`config.mk`:
```
export PLATFORM = sky130hd
export DESIGN_NAME = shl_link_endpoint
export DESIGN_NICKNAME = d
export VERILOG_FILES = /design/src/shl_pkg.sv /design/src/shl_link_endpoint.sv
export VERILOG_INCLUDE_DIRS = /design/src
export SDC_FILE = /design/constraint.sdc
export NUM_CORES = 1
export LEC_CHECK = 0
export ABC_AREA = 1
export BUFFER_PORTS_ARGS = -buffer_cell sky130_fd_sc_hd__buf_4
export CORE_MARGIN = 10
export CORE_UTILIZATION = 62
export DETAILED_ROUTE_END_ITERATION = 6
export PLACE_DENSITY_LB_ADDON = 0.05
export SYNTH_ARGS = -nofsm -noshare
export SYNTH_HDL_FRONTEND = slang
export SYNTH_SLANG_ARGS = --single-unit
export TNS_END_PERCENT = 5
```
`constraint.sdc`:
```
create_clock -name clk_i -period 6 [get_ports clk_i]
set_input_delay 0 -clock clk_i [delete_from_list [all_inputs] [get_ports clk_i]]
set_output_delay 0 -clock clk_i [all_outputs]
set_load 0.03 [all_outputs]
```
`src/shl_consts.svh`:
```
// Purpose: constants for the link endpoint (frame codes, timers, window sizes)
// Assumes: 250 MHz clock, frames carried as decoded control bytes
// Notes: timer figures kept in microseconds, cycle counts derived
//
// Functional notes
// - bring-up starts by transmitting a reset frame.
// - unrecoverable error may re-run bring-up with a fresh reset frame.
// - an acceptable received reset frame while ready is answered with UA.
// - initiator counts the link up only after UA to its reset (code also counts it up on a crossed reset no larger than its own window).
// - before link up every received frame except reset is dropped.
// - connection timer runs after reset; expiry without UA resends reset.
// - crossed reset frames are each answered with UA; default window used (code adopts the smaller of the two offered windows).
// - smaller window ignores offered reset, sends own; peer adopts it with UA.
// - idle receiver sends RR whenever the acknowledge timer expires.
// - acknowledge timer starts on first frame after the last acknowledgement.
// - sending an I-frame stops the pending acknowledge timer.
// - gap without usable selective reject sends REJ for first missing frame.
// - guarding timer expiry retransmits unacknowledged frames.
// - final frame of a burst is acknowledged by RR, never rejected.
// - RNR acknowledges like RR and stops peer I-frame sending.
// - resuming RR after RNR repeats every 5 to 20 ms until an I-frame.
// - resuming RR with nothing to send is confirmed by an empty I-frame.
// - one-ahead frame with selective reject: send SREJ, buffer frame, use ack.
// - when the missing frame arrives, process it then the buffered one.
// - all sequence arithmetic and window checks are modulo 8.
// - acknowledge within 5 ms at window four, scaled with the window.
// - guarding time at least 10 ms, independent of window.
// - connection time at most 5 ms, independent of window.
// - after establishment send, receive and lowest-unacked counters are zero.
`ifndef SHL_CONSTS_SVH
`define SHL_CONSTS_SVH
`define SHL_CLK_MHZ 250
`define SHL_ACK_TIME_US 5000
`define SHL_GUARD_TIME_US 10000
`define SHL_CONN_TIME_US 5000
`define SHL_RNR_RR_US 10000
`define SHL_ACK_CYC (`SHL_ACK_TIME_US * `SHL_CLK_MHZ)
`define SHL_GUARD_CYC (`SHL_GUARD_TIME_US * `SHL_CLK_MHZ)
`define SHL_CONN_CYC (`SHL_CONN_TIME_US * `SHL_CLK_MHZ)
`define SHL_RNR_RR_CYC (`SHL_RNR_RR_US * `SHL_CLK_MHZ)
`define SHL_DEF_WIN 3'h4
`define SHL_MIN_WIN 3'h2
`define SHL_U_RSET 5'h19
`define SHL_U_UA 5'h06
`endif

```
`src/shl_pkg.sv`:
```
// Purpose: types for the link endpoint
// Assumes: nothing beyond the constants header
// Notes: frame kinds are decoded, not raw control bytes
package shl_pkg;
  typedef enum logic [7:0] {
    FK_I = 8'h01, FK_RR = 8'h02, FK_REJ = 8'h04, FK_RNR = 8'h08,
    FK_SREJ = 8'h10, FK_RSET = 8'h20, FK_UA = 8'h40, FK_NONE = 8'h80
  } shl_kind_e;
  typedef enum logic [2:0] {
    ST_DOWN = 3'h1, ST_WAIT_UA = 3'h2, ST_UP = 3'h4
  } shl_state_e;
  typedef logic [2:0] shl_seq_t;
  typedef struct packed {
    shl_state_e st;
    logic [2:0] win;
    logic srej_en;
    shl_seq_t ns;
    shl_seq_t nr;
    shl_seq_t dnr;
    logic [31:0] ack_cnt;
    logic ack_run;
    logic [31:0] grd_cnt;
    logic [31:0] conn_cnt;
    logic [31:0] rr_cnt;
    logic rr_rep;
    logic peer_busy;
    logic send_empty;
    logic buf_vld;
    logic [7:0] buf_data;
    logic srej_out;
    logic rx_ok;
    logic [7:0] rx_data;
    logic rx_extra;
    logic [7:0] rx_extra_data;
    logic tx_vld;
    shl_kind_e tx_kind;
    shl_seq_t tx_ns;
    shl_seq_t tx_nr;
    logic [2:0] tx_win;
    logic tx_srej_cap;
    logic tx_take;
    logic up;
  } shl_st_s;
endpackage

```
`src/shl_link_endpoint.sv`:
```
// Purpose: one endpoint of the windowed link: bring-up, numbered transfer, acknowledgement, recovery
// Assumes: frame coder outside decodes each received frame into kind, numbers and one payload byte
// Notes: one transmit request at a time; tx_vld_o holds until tx_rdy_i
`timescale 1ns/1ps
`include "shl_consts.svh"
module shl_link_endpoint import shl_pkg::*; #(
  parameter int unsigned ACK_CYC = `SHL_ACK_CYC,
  parameter int unsigned GUARD_CYC = `SHL_GUARD_CYC,
  parameter int unsigned CONN_CYC = `SHL_CONN_CYC,
  parameter int unsigned RR_CYC = `SHL_RNR_RR_CYC
) (
  input wire logic clk_i,
  input wire logic resetn_i,
  input wire logic start_i,
  input wire logic [2:0] local_win_i,
  input wire logic local_srej_i,
  input wire logic busy_i,
  input wire logic rx_vld_i,
  input wire logic [7:0] rx_kind_i,
  input wire logic [2:0] rx_ns_i,
  input wire logic [2:0] rx_nr_i,
  input wire logic [2:0] rx_win_i,
  input wire logic rx_srej_cap_i,
  input wire logic [7:0] rx_data_i,
  input wire logic data_pend_i,
  input wire logic tx_rdy_i,
  output logic tx_vld_o,
  output logic [7:0] tx_kind_o,
  output logic [2:0] tx_ns_o,
  output logic [2:0] tx_nr_o,
  output logic [2:0] tx_win_o,
  output logic tx_srej_cap_o,
  output logic tx_take_o,
  output logic rx_ok_o,
  output logic [7:0] rx_data_o,
  output logic rx_extra_o,
  output logic [7:0] rx_extra_data_o,
  output logic link_up_o
);
  shl_st_s q, d;
  shl_kind_e rk;
  logic [2:0] outst, dist_ack, dist_ns, eff_win;
  logic tx_free, ack_ok;
  logic [31:0] ack_lim;

  // ----------------------------------------
  // helpers
  // ----------------------------------------
  assign rk = shl_kind_e'(rx_kind_i);
  assign outst = q.ns - q.dnr;
  assign dist_ack = rx_nr_i - q.dnr;
  assign dist_ns = q.ns - q.dnr;
  assign ack_ok = dist_ack <= dist_ns;
  assign tx_free = !q.tx_vld || tx_rdy_i;
  assign eff_win = (local_win_i < `SHL_MIN_WIN) ? `SHL_MIN_WIN :
                   (local_win_i > `SHL_DEF_WIN) ? `SHL_DEF_WIN : local_win_i;
  // acknowledge time shrinks in step with the window so streaming never stalls
  assign ack_lim = (ACK_CYC / 32'd4) * {29'h0, q.win};

  // ----------------------------------------
  // next state
  // ----------------------------------------
  always_comb begin
    d = q;
    d.rx_ok = 1'b0;
    d.rx_extra = 1'b0;
    d.tx_take = 1'b0;
    if (q.tx_vld && tx_rdy_i) begin
      d.tx_vld = 1'b0;
    end
    unique case (q.st)
      ST_DOWN: begin
        if (start_i && tx_free) begin
          d.st = ST_WAIT_UA;
          d.conn_cnt = 32'h0;
          d.win = eff_win;
          d.tx_vld = 1'b1;
          d.tx_kind = FK_RSET;
          d.tx_win = eff_win;
          d.tx_srej_cap = local_srej_i;
        end else if (rx_vld_i && rk == FK_RSET && tx_free) begin
          if (rx_win_i > eff_win) begin
            // offer too large: answer with our own smaller reset instead of UA
            d.st = ST_WAIT_UA;
            d.conn_cnt = 32'h0;
            d.win = eff_win;
            d.tx_vld = 1'b1;
            d.tx_kind = FK_RSET;
            d.tx_win = eff_win;
            d.tx_srej_cap = local_srej_i;
          end else begin
            d.win = rx_win_i;
            d.srej_en = rx_srej_cap_i && local_srej_i;
            d.tx_vld = 1'b1;
            d.tx_kind = FK_UA;
            d.st = ST_UP;
            d.up = 1'b1;
            d.ns = 3'h0;
            d.nr = 3'h0;
            d.dnr = 3'h0;
          end
        end
      end
      ST_WAIT_UA: begin
        d.conn_cnt = q.conn_cnt + 32'h1;
        if (rx_vld_i && rk == FK_UA) begin
          d.st = ST_UP;
          d.up = 1'b1;
          d.ns = 3'h0;
          d.nr = 3'h0;
          d.dnr = 3'h0;
        end else if (rx_vld_i && rk == FK_RSET && tx_free) begin
          if (rx_win_i <= q.win) begin
            // crossover: answer the peer and count the link up
            d.win = rx_win_i;
            d.srej_en = rx_srej_cap_i && local_srej_i;
            d.tx_vld = 1'b1;
            d.tx_kind = FK_UA;
            d.st = ST_UP;
            d.up = 1'b1;
            d.ns = 3'h0;
            d.nr = 3'h0;
            d.dnr = 3'h0;
          end
        end else if (q.conn_cnt >= CONN_CYC - 1 && tx_free) begin
          d.conn_cnt = 32'h0;
          d.tx_vld = 1'b1;
          d.tx_kind = FK_RSET;
          d.tx_win = q.win;
          d.tx_srej_cap = local_srej_i;
        end
      end
      ST_UP: begin
        if (q.ack_run) d.ack_cnt = q.ack_cnt + 32'h1;
        if (outst != 3'h0) d.grd_cnt = q.grd_cnt + 32'h1;
        else d.grd_cnt = 32'h0;
        if (q.rr_rep) d.rr_cnt = q.rr_cnt + 32'h1;
        if (start_i) begin
          d.st = ST_DOWN;
          d.up = 1'b0;
        end else if (rx_vld_i) begin
          unique case (rk)
            FK_RSET: begin
              // a fresh reset frame restarts the session; it is answered only when tx_free, otherwise lost with the link down
              d.st = ST_DOWN;
              d.up = 1'b0;
              d.ack_run = 1'b0;
              d.rr_rep = 1'b0;
              d.peer_busy = 1'b0;
              d.buf_vld = 1'b0;
              d.srej_out = 1'b0;
              if (tx_free && rx_win_i > eff_win) begin
                d.st = ST_WAIT_UA;
                d.conn_cnt = 32'h0;
                d.win = eff_win;
                d.tx_vld = 1'b1;
                d.tx_kind = FK_RSET;
                d.tx_win = eff_win;
                d.tx_srej_cap = local_srej_i;
              end else if (tx_free) begin
                d.win = rx_win_i;
                d.srej_en = rx_srej_cap_i && local_srej_i;
                d.tx_vld = 1'b1;
                d.tx_kind = FK_UA;
                d.st = ST_UP;
                d.up = 1'b1;
                d.ns = 3'h0;
                d.nr = 3'h0;
                d.dnr = 3'h0;
              end
            end
            FK_I: begin
              if (ack_ok) d.dnr = rx_nr_i;
              d.rr_rep = 1'b0;
              if (!q.ack_run) begin
                d.ack_run = 1'b1;
                d.ack_cnt = 32'h0;
              end
              if (rx_ns_i == q.nr) begin
                d.rx_ok = 1'b1;
                d.rx_data = rx_data_i;
                d.nr = q.nr + 3'h1;
                d.srej_out = 1'b0;
                if (q.buf_vld) begin
                  d.rx_extra = 1'b1;
                  d.rx_extra_data = q.buf_data;
                  d.buf_vld = 1'b0;
                  d.nr = q.nr + 3'h2;
                end
              end else if (tx_free) begin
                d.tx_vld = 1'b1;
                d.tx_nr = q.nr;
                if (q.srej_en && rx_ns_i == q.nr + 3'h1 && !q.srej_out) begin
                  d.tx_kind = FK_SREJ;
                  d.buf_vld = 1'b1;
                  d.buf_data = rx_data_i;
                  d.srej_out = 1'b1;
                end else begin
                  d.tx_kind = FK_REJ;
                end
              end
            end
            FK_RR, FK_RNR: begin
              if (ack_ok) d.dnr = rx_nr_i;
              d.peer_busy = (rk == FK_RNR);
              if (rk == FK_RR && q.peer_busy && !data_pend_i) d.send_empty = 1'b1;
            end
            FK_REJ: begin
              if (ack_ok) begin
                d.dnr = rx_nr_i;
                d.ns = rx_nr_i; // go back to the rejected frame
              end
            end
            FK_SREJ: begin
              // no single frame resend; the requested frame and those after it are resent by guarding
              if (ack_ok) d.dnr = rx_nr_i;
            end
            default: begin
            end
          endcase
        end else if (tx_free) begin
          if (q.grd_cnt >= GUARD_CYC - 1) begin
            d.ns = q.dnr;
            d.grd_cnt = 32'h0;
          end else if (busy_i && q.ack_run) begin
            d.tx_vld = 1'b1;
            d.tx_kind = FK_RNR;
            d.tx_nr = q.nr;
            d.ack_run = 1'b0;
            d.rr_rep = 1'b1;
            d.rr_cnt = 32'h0;
          end else if (q.rr_rep && !busy_i && (q.rr_cnt == 32'h0 || q.rr_cnt >= RR_CYC - 1)) begin
            d.tx_vld = 1'b1;
            d.tx_kind = FK_RR;
            d.tx_nr = q.nr;
            d.rr_cnt = 32'h1;
          end else if ((data_pend_i || q.send_empty) && !q.peer_busy && outst < q.win) begin
            d.tx_vld = 1'b1;
            d.tx_kind = FK_I;
            d.tx_ns = q.ns;
            d.tx_nr = q.nr;
            d.tx_take = data_pend_i;
            d.send_empty = 1'b0;
            d.ns = q.ns + 3'h1;
            d.ack_run = 1'b0;
          end else if (q.ack_run && q.ack_cnt >= ack_lim - 1) begin
            d.tx_vld = 1'b1;
            d.tx_kind = FK_RR;
            d.tx_nr = q.nr;
            d.ack_run = 1'b0;
          end
        end
      end
      default: begin
        d.st = ST_DOWN;
      end
    endcase
  end

  // ----------------------------------------
  // state register
  // ----------------------------------------
  always_ff @(posedge clk_i) begin
    if (!resetn_i) begin
      q <= '0;
      q.st <= ST_DOWN;
      q.win <= `SHL_DEF_WIN;
      q.tx_kind <= FK_NONE;
    end else begin
      q <= d;
    end
  end

  assign tx_vld_o = q.tx_vld;
  assign tx_kind_o = q.tx_kind;
  assign tx_ns_o = q.tx_ns;
  assign tx_nr_o = q.tx_nr;
  assign tx_win_o = q.tx_win;
  assign tx_srej_cap_o = q.tx_srej_cap;
  assign tx_take_o = q.tx_take;
  assign rx_ok_o = q.rx_ok;
  assign rx_data_o = q.rx_data;
  assign rx_extra_o = q.rx_extra;
  assign rx_extra_data_o = q.rx_extra_data;
  assign link_up_o = q.up;
endmodule

```
== Yosys cells after proc, flatten, opt, wreduce, memory -nomap -nowiden ==
Index checks and enable logic that the tools add are counted.
W data, S select, Z words.
Word-level totals
  register bits: 197
  bits of input ports: 37
  output and inout bits: 39
  logic and storage cells: 341
Cells by class
  muxes and demuxes: 152
  $mul: 1
  order comparisons: 10
  equality and inequality tests: 66
  bitwise gates (word level): 11
  reduce and logical (&&, ||, !) cells: 62
  add/subtract/negate cells: 10
Operator list (count)
  $mux W32: 18
  $mux W193: 1
  $mux W9: 17
  $mux W33: 4
  $add A32 B1 Y32 const B: 4
  $pmux W32 S3: 1
  $mux W16: 5
  $mux W3: 25
  $ge A32 B22 Y1 const B: 2
  $ne A3 B3 Y1 const B: 19
  $mux W10: 5
  $mux W4: 10
  $pmux W13 S3: 1
  $mux W1: 38
  $mux W38: 1
  $ne A2 B2 Y1 const B: 19
  $mux W18: 2
  $reduce_and A12 Y1: 3
  $ge A32 B21 Y1 const B: 1
  $ge A32 B32 Y1: 1
  $logic_not A32 Y1: 1
  $ne A4 B4 Y1 const B: 8
  $mux W15: 2
  $mux W28: 1
  58 further kinds: 123

== Depth between registers and ports, before layout ==
Gate-level depths: netlist (run 1).
  word-level depth: 13
  mapped depth: 36
  gate-level depth less buffers: 36

== Worst setup path before layout (run 1) ==
No wires, ideal clock.
  path type: register -> register
  start point: register q[191] (netlist name)
  end point: register q (netlist bit tx_kind_o[3])
  path buffers: 0
  arrival: 4.651 ns
  stages on the path, launching flop included: 30
  setup time: 0.114 ns
  period minus slack after synthesis: 4.765 ns
  slack: 1.235 ns
  required time: 5.886 ns
  cells stage by stage: dfxtp_1 clkinv_1 ha_1 ha_1 inv_1 fa_1 xor2_1 nand3_1 nor2_1 inv_1 nor2_1 nand3_1 nor2_1 nand4_1 ha_1 nand2_1 nor2_1 nand2_1 nor2_1 nand2_1 nand2_1 nor2_1 nand2_1 nand2_1 nand3_1 nand2_1 nand2_1 nand3_2 nor2_1 nor2_1
On the way
  word-level cells in the longest chain between the ends: 10
  elaborated cells between the ends (all ways): 18
  those cells by class: 1 x add/sub; 1 x mul; 3 x order compare; 2 x eq/ne; 8 x mux; 3 x reduce/logical
RTL lines
  start: declaration: line shl_link_endpoint.sv:40  | shl_st_s q, d;
  parallel branches: the longest is 10 deep, another holds $ge A32 B32 Y1
Several ways; the timed one is not identified. The select of a mux whose other input is x is not followed.
A chain may end at the register's enable or synchronous reset.

== Final worst setup path (run 1) ==
  start point: register q[192] (netlist name)
  end point: register q (netlist bit tx_kind_o[3])
Same word-level chain as after synthesis.

==> results_dict.tcl, run 1 <==
set metrics [dict create \
    cp_slowest_stage_delay_ps 510 \
    maxCapViolCount 0 \
    core_mm2 0.0211 \
    grt_pass1_vias 12100 \
    final_net_count 2191 \
    power_frac_clock_pct 27.6 \
    synth_largest_area_cell "dfxtp_1" \
    grt_util_all_layers_pct 24.1 \
    fin_crit_sh_pct 85.8 \
    gp_congestion 0.924 \
    yosysUniqueCellTypes 58 \
    antenna_found_initial 0 \
    p_int_mw 2.49 \
    synth_edf_count 0 \
    post-route-drc-count 0 \
    power_leakage_nw 6.40 \
    synth.top_cell.area_share_pct 29.5 \
    yosys-top-cells-count "nand2_1 (424), nor2_1 (310), inv_1 (268), dfxtp_1 (196), nand3_1 (127)" \
    rsz0062_at_grt "no" \
    diodes 0 \
    timing.hold.worst_path_depth 6 \
    cp_num_cells 32 \
    design_area_mm2 0.0145 \
    grt.overflow.total 0 \
    cts-resized-gates 0 \
    worstPathRequired_ps 6380 \
    path_common_cell "nand2_1" \
    ys_ff_latch 196 \
    die_w_um 167 \
    synth_area_per_cell_um2 6.50 \
    final.fill_count 1884 \
    ys.flop_type "dfxtp_1" \
    path_max_fanout 10 \
    drt_iter0_markers 1106 \
    cts_buffers 17 \
    rr_worst_depth 32 \
    initial_core_util_pct 63.2 \
    min_period_ps 5150 \
    drv_slew 0 \
    seq_power_share_pct 34.0 \
    start_kind "flop" \
    row_count 53 \
    ir_drop_v 0.000230 \
    ant_nets 0 \
    via_count 13000 \
    hpwl_um 26200 \
    worstSkewPairLatency_ps 450 \
    vias_per_cell 5.47 \
    cts_tree "yes" \
    status "finished clean" \
    grt_pass1_wl_um 57600 \
    setup_viol 0 \
    tightest_slew_ps 1150 \
    grt_max_degree 64 \
    synth_most_common_cell "nand2_1" \
    ys_async_sr_fraction_pct 0 \
    drive_gt1_share_pct 9.22 \
    synth_area_leaders "dfxtp_1 (29%), nand2_1 (12%), nor2_1 (8.7%)" \
    crit_slowest_cell "dfxtp_1" \
    end_kind "flop" \
    hp-class "input port to flop" \
    io_buffers 75 \
    p_per_area_mw_per_mm2 288 \
    place_area_mm2 0.0138 \
    netlist_instances 2050 \
    cts-root-buf "clkbuf_16" \
    syn-cell-area_mm2 0.0133 \
    cp_data_arrival_time_ps 5520 \
    p_sw_mw 1.71 \
    finalWirelength_um 34800 \
    tns_ps 0 \
    num_io_pins 76 \
    crit_family "simple AND/OR/NAND/NOR gates" \
    hold-worst-slack_ps 24.5 \
    wl_per_cell_um 14.6 \
    swShare_pct 40.7 \
    htreeDepth 4 \
    clock_path_buffers 2 \
    clk_pin_slew_ps 70 \
    dieArea_mm2 0.0277 \
    hold_viol_final 0 \
    path_buf_inv 4 \
    relSlewSlack_pct 23.0 \
    ys_warn_count 0 \
    fmax_mhz 194 \
    cts_sinks 196 \
    power_frac_comb_pct 38.3 \
    area_growth_syn_to_layout_pct 9.23 \
    ys_seq_area_share_pct 29.5 \
    worstSetupPathType "flop to flop" \
    synthesis.nets 2151 \
    fp.dieH_um 167 \
    firstDrtPassIters 7 \
    fin_skew_ps 17.6 \
]
cell usage in the layout, fill, tap and decap left out, types with 4 or more instances in the layout:
| cell type | synthesis | layout |
|---|---|---|
| nor4_1 | 19 | 19 |
| buf_4 | 37 | 79 |
| xnor2_1 | 14 | 14 |
| a21oi_1 | 123 | 123 |
| nor3_1 | 63 | 63 |
| a31oi_1 | 10 | 10 |
| nand2_1 | 424 | 424 |
| o21ai_1 | 9 | 9 |
| nand3_1 | 127 | 127 |
| dlygate4sd3_1 | 0 | 14 |
| inv_1 | 268 | 267 |
| a211oi_1 | 5 | 5 |
| or2_2 | 18 | 18 |
| o211ai_1 | 12 | 12 |
| nor2_4 | 10 | 10 |
| inv_2 | 21 | 22 |
| nand2_2 | 7 | 7 |
| o21a_1 | 7 | 7 |
| nor2_2 | 8 | 8 |
| dfxtp_1 | 196 | 196 |
| nand4_1 | 49 | 49 |
| ha_1 | 61 | 61 |
| nor3b_1 | 4 | 4 |
| nand3b_1 | 6 | 6 |
| nor2_1 | 310 | 310 |
| nor3_2 | 4 | 4 |
| clkbuf_16 | 0 | 17 |
| o21ai_0 | 85 | 85 |
| o221ai_1 | 8 | 8 |
| clkinvlp_4 | 0 | 4 |
| xor2_1 | 66 | 66 |
kinds of logic (layout without fill, tap and decap cells):
logic type / after synthesis / count (layout) / share of synthesized area, %
buffers and inverters: 363 / 416 / 11.4
DFF: 196 / 196 / 29.5
AOI/OAI and AO/OA: 276 / 276 / 11.6
and+or+nand+nor: 1068 / 1068 / 35.8
xor gates and xnor gates: 82 / 82 / 5.51
adders and majority gates: 64 / 64 / 6.18
muxes: 1 / 1 / 0.0752
worst min-delay path, cell delays in order:
cell     delay [ps]
buf_4           100
nor2_4           40
nand3_1         100
nor2_1           50
nand2_1          60
a21oi_1          60
sequential cells by signal, summed over array words and instances, names as in the netlist:
name	flops
tx_vld_o	1
rx_extra_data_o	8
rx_data_o	8
tx_nr_o	3
rx_ok_o	1
rx_extra_o	1
tx_take_o	1
tx_kind_o	8
link_up_o	1
tx_ns_o	3
tx_srej_cap_o	1
q	157
tx_win_o	3
final timing paths:
path	start	end	slack [ps]
worst max-delay path	q[192]	tx_kind_o[3]	850
worst min-delay path	rx_kind_i[0]	q[50]	20
worst max register to register	q[192]	tx_kind_o[3]	850
worst min register to register	q[49]	q[49]	470
layer usage:
| layer | vias to the layer above | GRT usage [%] | share of wire, % |
|---|---|---|---|
| li1 | 6700 | - | - |
| met1 | 5891 | 31.1 | 46 |
| met2 | 366 | 40.2 | 46 |
| met3 | 62 | 3.81 | 5.0 |
| met4 | 0 | 8.13 | 2.4 |
| met5 | - | 0 | 0 |
per-stage QoR:
| stage | cells | total power, mW | util (%) | worst slack, ps |
|---|---|---|---|---|
| floorplan | 2050 | 2.65 | - | 1240 |
| global placement | 2331 | 3.00 | 65.5 | 789 |
| detailed placement | 2331 | 3.03 | 65.5 | 555 |
| CTS | 2377 | 4.19 | 68.9 | 538 |
| global route | 2378 | 4.46 | 69.0 | 223 |
| finish | 2378 | 4.19 | 69.0 | 855 |
cell type report:
cell class | instances | area (µm²) | area share, %
multi-input cells | 1491 | 7870 | 54.1
flip-flops and latches | 196 | 3920 | 27.0
inverters | 291 | 1090 | 7.51
repair buffers | 93 | 733 | 5.04
clock buffers | 21 | 460 | 3.17
well taps | 275 | 344 | 2.37
clock inverters | 11 | 120 | 0.826
power by group through the flow:
stage | clock [mW] | combinational (mW) | sequential, mW
floorplan | 0 | 1.19 | 1.45
global placement | 0 | 1.55 | 1.45
detailed placement | 0 | 1.57 | 1.46
CTS | 1.17 | 1.59 | 1.43
global route | 1.22 | 1.80 | 1.43
finish | 1.16 | 1.61 | 1.43
what timing repair did:
item | in CTS | in global routing
hold endpoints to repair | 23 | 0
setup endpoints to repair | 0 | 9
hold buffers | 14 | 0
setup buffers | 0 | 1
(Power assumes the default switching activity.)
==> run 2, diff against run 1 <==
--- a/config.mk
+++ b/config.mk
@@ -8,10 +8,13 @@
 export LEC_CHECK = 0
 export ABC_AREA = 1
 export BUFFER_PORTS_ARGS = -buffer_cell sky130_fd_sc_hd__buf_4
+export CORE_ASPECT_RATIO = 0.9
 export CORE_MARGIN = 10
 export CORE_UTILIZATION = 62
+export CTS_CLUSTER_DIAMETER = 150
 export DETAILED_ROUTE_END_ITERATION = 6
 export PLACE_DENSITY_LB_ADDON = 0.05
+export SLEW_MARGIN = 0
 export SYNTH_ARGS = -nofsm -noshare
 export SYNTH_HDL_FRONTEND = slang
 export SYNTH_SLANG_ARGS = --single-unit
==> run 2 against run 1 <==
Against the previous run: die area barely moved; worst hold slack got worse by 25 ps; power fell by 0.29%; clock skew fell by 2.8 ps; fmax fell by 0.99%; non-clock buffer count rose by 4; sequential power barely moved; the flow now finishes with violations (negative hold slack).
==> results_dict.tcl, run 2 (synthesis results as in run 1) <==
set metrics [dict create \
    cts_tree "yes" \
    start_kind "flop" \
    timing.hold.worst_path_depth 4 \
    finalWirelength_um 35300 \
    cts-root-buf "clkbuf_16" \
    post-route-drc-count 0 \
    cts-resized-gates 0 \
    drv_slew 0 \
    ant_nets 0 \
    hpwl_um 26700 \
    hp-class "input port to flop" \
    hold_path_end "q[193]" \
    fin_ws_ps 803 \
    grt_max_degree 59 \
    tightest_slew_ps 1100 \
    timing.rr.end "tx_kind_o[5]" \
    htreeDepth 4 \
    clk_pin_slew_ps 80 \
    top_register "q" \
    violations "negative hold slack" \
    worstSkewPairLatency_ps 450 \
    p_per_area_mw_per_mm2 287 \
    power_leakage_nw 6.42 \
    via_count 13200 \
    area_growth_syn_to_layout_pct 9.55 \
    grt_pass1_vias 12200 \
    clock_path_buffers 2 \
    end_kind "flop" \
    place_ws_ps 549 \
    cts_sinks 196 \
    wl_per_cell_um 14.7 \
    hold_viol_final 1 \
    post-route-util_pct 69.6 \
    ir_drop_v 0.000189 \
    initial_core_util_pct 63.5 \
    final.fill_count 1919 \
    hold-worst-slack_ps -0.609 \
    grt.overflow.total 0 \
    final_cell_mix "nand2_1 (424), nor2_1 (310), inv_1 (267)" \
    fin_crit_sh_pct 86.6 \
    die_w_um 174 \
    vias_per_cell 5.52 \
    setup_viol 0 \
    cp_slowest_stage_delay_ps 530 \
    fmax_mhz 192 \
    status "complete, but fails checks" \
    maxCapViolCount 0 \
    timing.rr.start "q[192]" \
    rsz0062_at_grt "no" \
    drive_gt1_share_pct 9.35 \
    diodes 0 \
    min_period_ps 5200 \
    largest_reg_flops 157 \
    tns_ps 0 \
    num_io_pins 76 \
    worstSetupPathType "flop to flop" \
    cp-startpoint "q[192]" \
    cts_buffers 17 \
    grt_util_all_layers_pct 24.5 \
    worstPathRequired_ps 6330 \
    final_net_count 2195 \
    grt_pass1_wl_um 58400 \
    ff2ff_setup_slack_ps 800 \
    cp_data_arrival_time_ps 5530 \
    relSlewSlack_pct 26.7 \
    path_max_fanout 10 \
    drt_iter0_markers 1341 \
    min_from "rx_win_i[2]" \
    antenna_found_initial 0 \
    fp.dieH_um 159 \
    rr_worst_depth 30 \
    register_area_mm2 0.00392 \
    fin_skew_ps 14.8 \
    gp_congestion 0.956 \
    io_buffers 75 \
    dieArea_mm2 0.0278 \
    row_count 50 \
    firstDrtPassIters 6 \
    core_mm2 0.0210 \
    multiInputGateArea_mm2 0.00787 \
    layout_commonest_cell "nand2_1" \
    crit_slowest_cell "dfxtp_1" \
]
[run 2: report_power, final]
group | leakage [nW] | switching, mW | internal [mW]
Clock | 0.277 | 0.570 | 0.569
Combinational | 4.56 | 1.10 | 0.520
Sequential | 1.58 | 0.0636 | 1.36
Total | 6.42 | 1.73 | 2.45
[run 2: worst max-delay path: cells and delay by family (launching register included)]
family / cells / cell delay (ps)
simple gates: 21 / 2430
fa+ha+maj: 4 / 1290
buf+inv: 4 / 550
flops: 1 / 530
xor+xnor: 1 / 290
[run 2: how the worst max path moves through the flow]
stage,to,slack (ps),depth (start not counted)
finish,tx_kind_o[5],800,30
CTS,tx_kind_o[2],510,30
global route,tx_kind_o[5],210,31
global placement,tx_kind_o[5],790,31
floorplan,tx_kind_o[3],1240,29
detailed placement,tx_kind_o[5],550,29
[run 2: metrics by stage]
stage,area (µm²),std cells,power [mW]
global placement,13800,2343,3.00
finish,14600,2393,4.18
global route,14600,2393,4.44
detailed placement,13800,2343,3.03
floorplan,13300,2050,2.65
CTS,14600,2392,4.17
[run 2: repair_timing]
action,4_1_cts,5_1_grt
hold endpoints to repair,35,0
setup buffers,0,1
setup endpoints to repair,0,8
hold buffers,17,0
[run 2: layout make-up]
| type | instances | share of cell area, % |
|---|---|---|
| flip-flops and latches | 196 | 26.9 |
| multi-input cells | 1491 | 54.0 |
| clock inverters | 13 | 0.823 |
| well taps | 286 | 2.45 |
| repair buffers | 97 | 5.28 |
| clock buffers | 19 | 3.10 |
| inverters | 291 | 7.49 |
[run 2: routing by layer]
metal | global-route usage [%] | up-vias | wire length [µm]
met3 | 3.91 | 55 | 2070
met2 | 39.3 | 417 | 15900
met5 | 1.99 | - | 69
met4 | 7.20 | 2 | 741
li1 | - | 6705 | -
met1 | 33.1 | 6021 | 16500
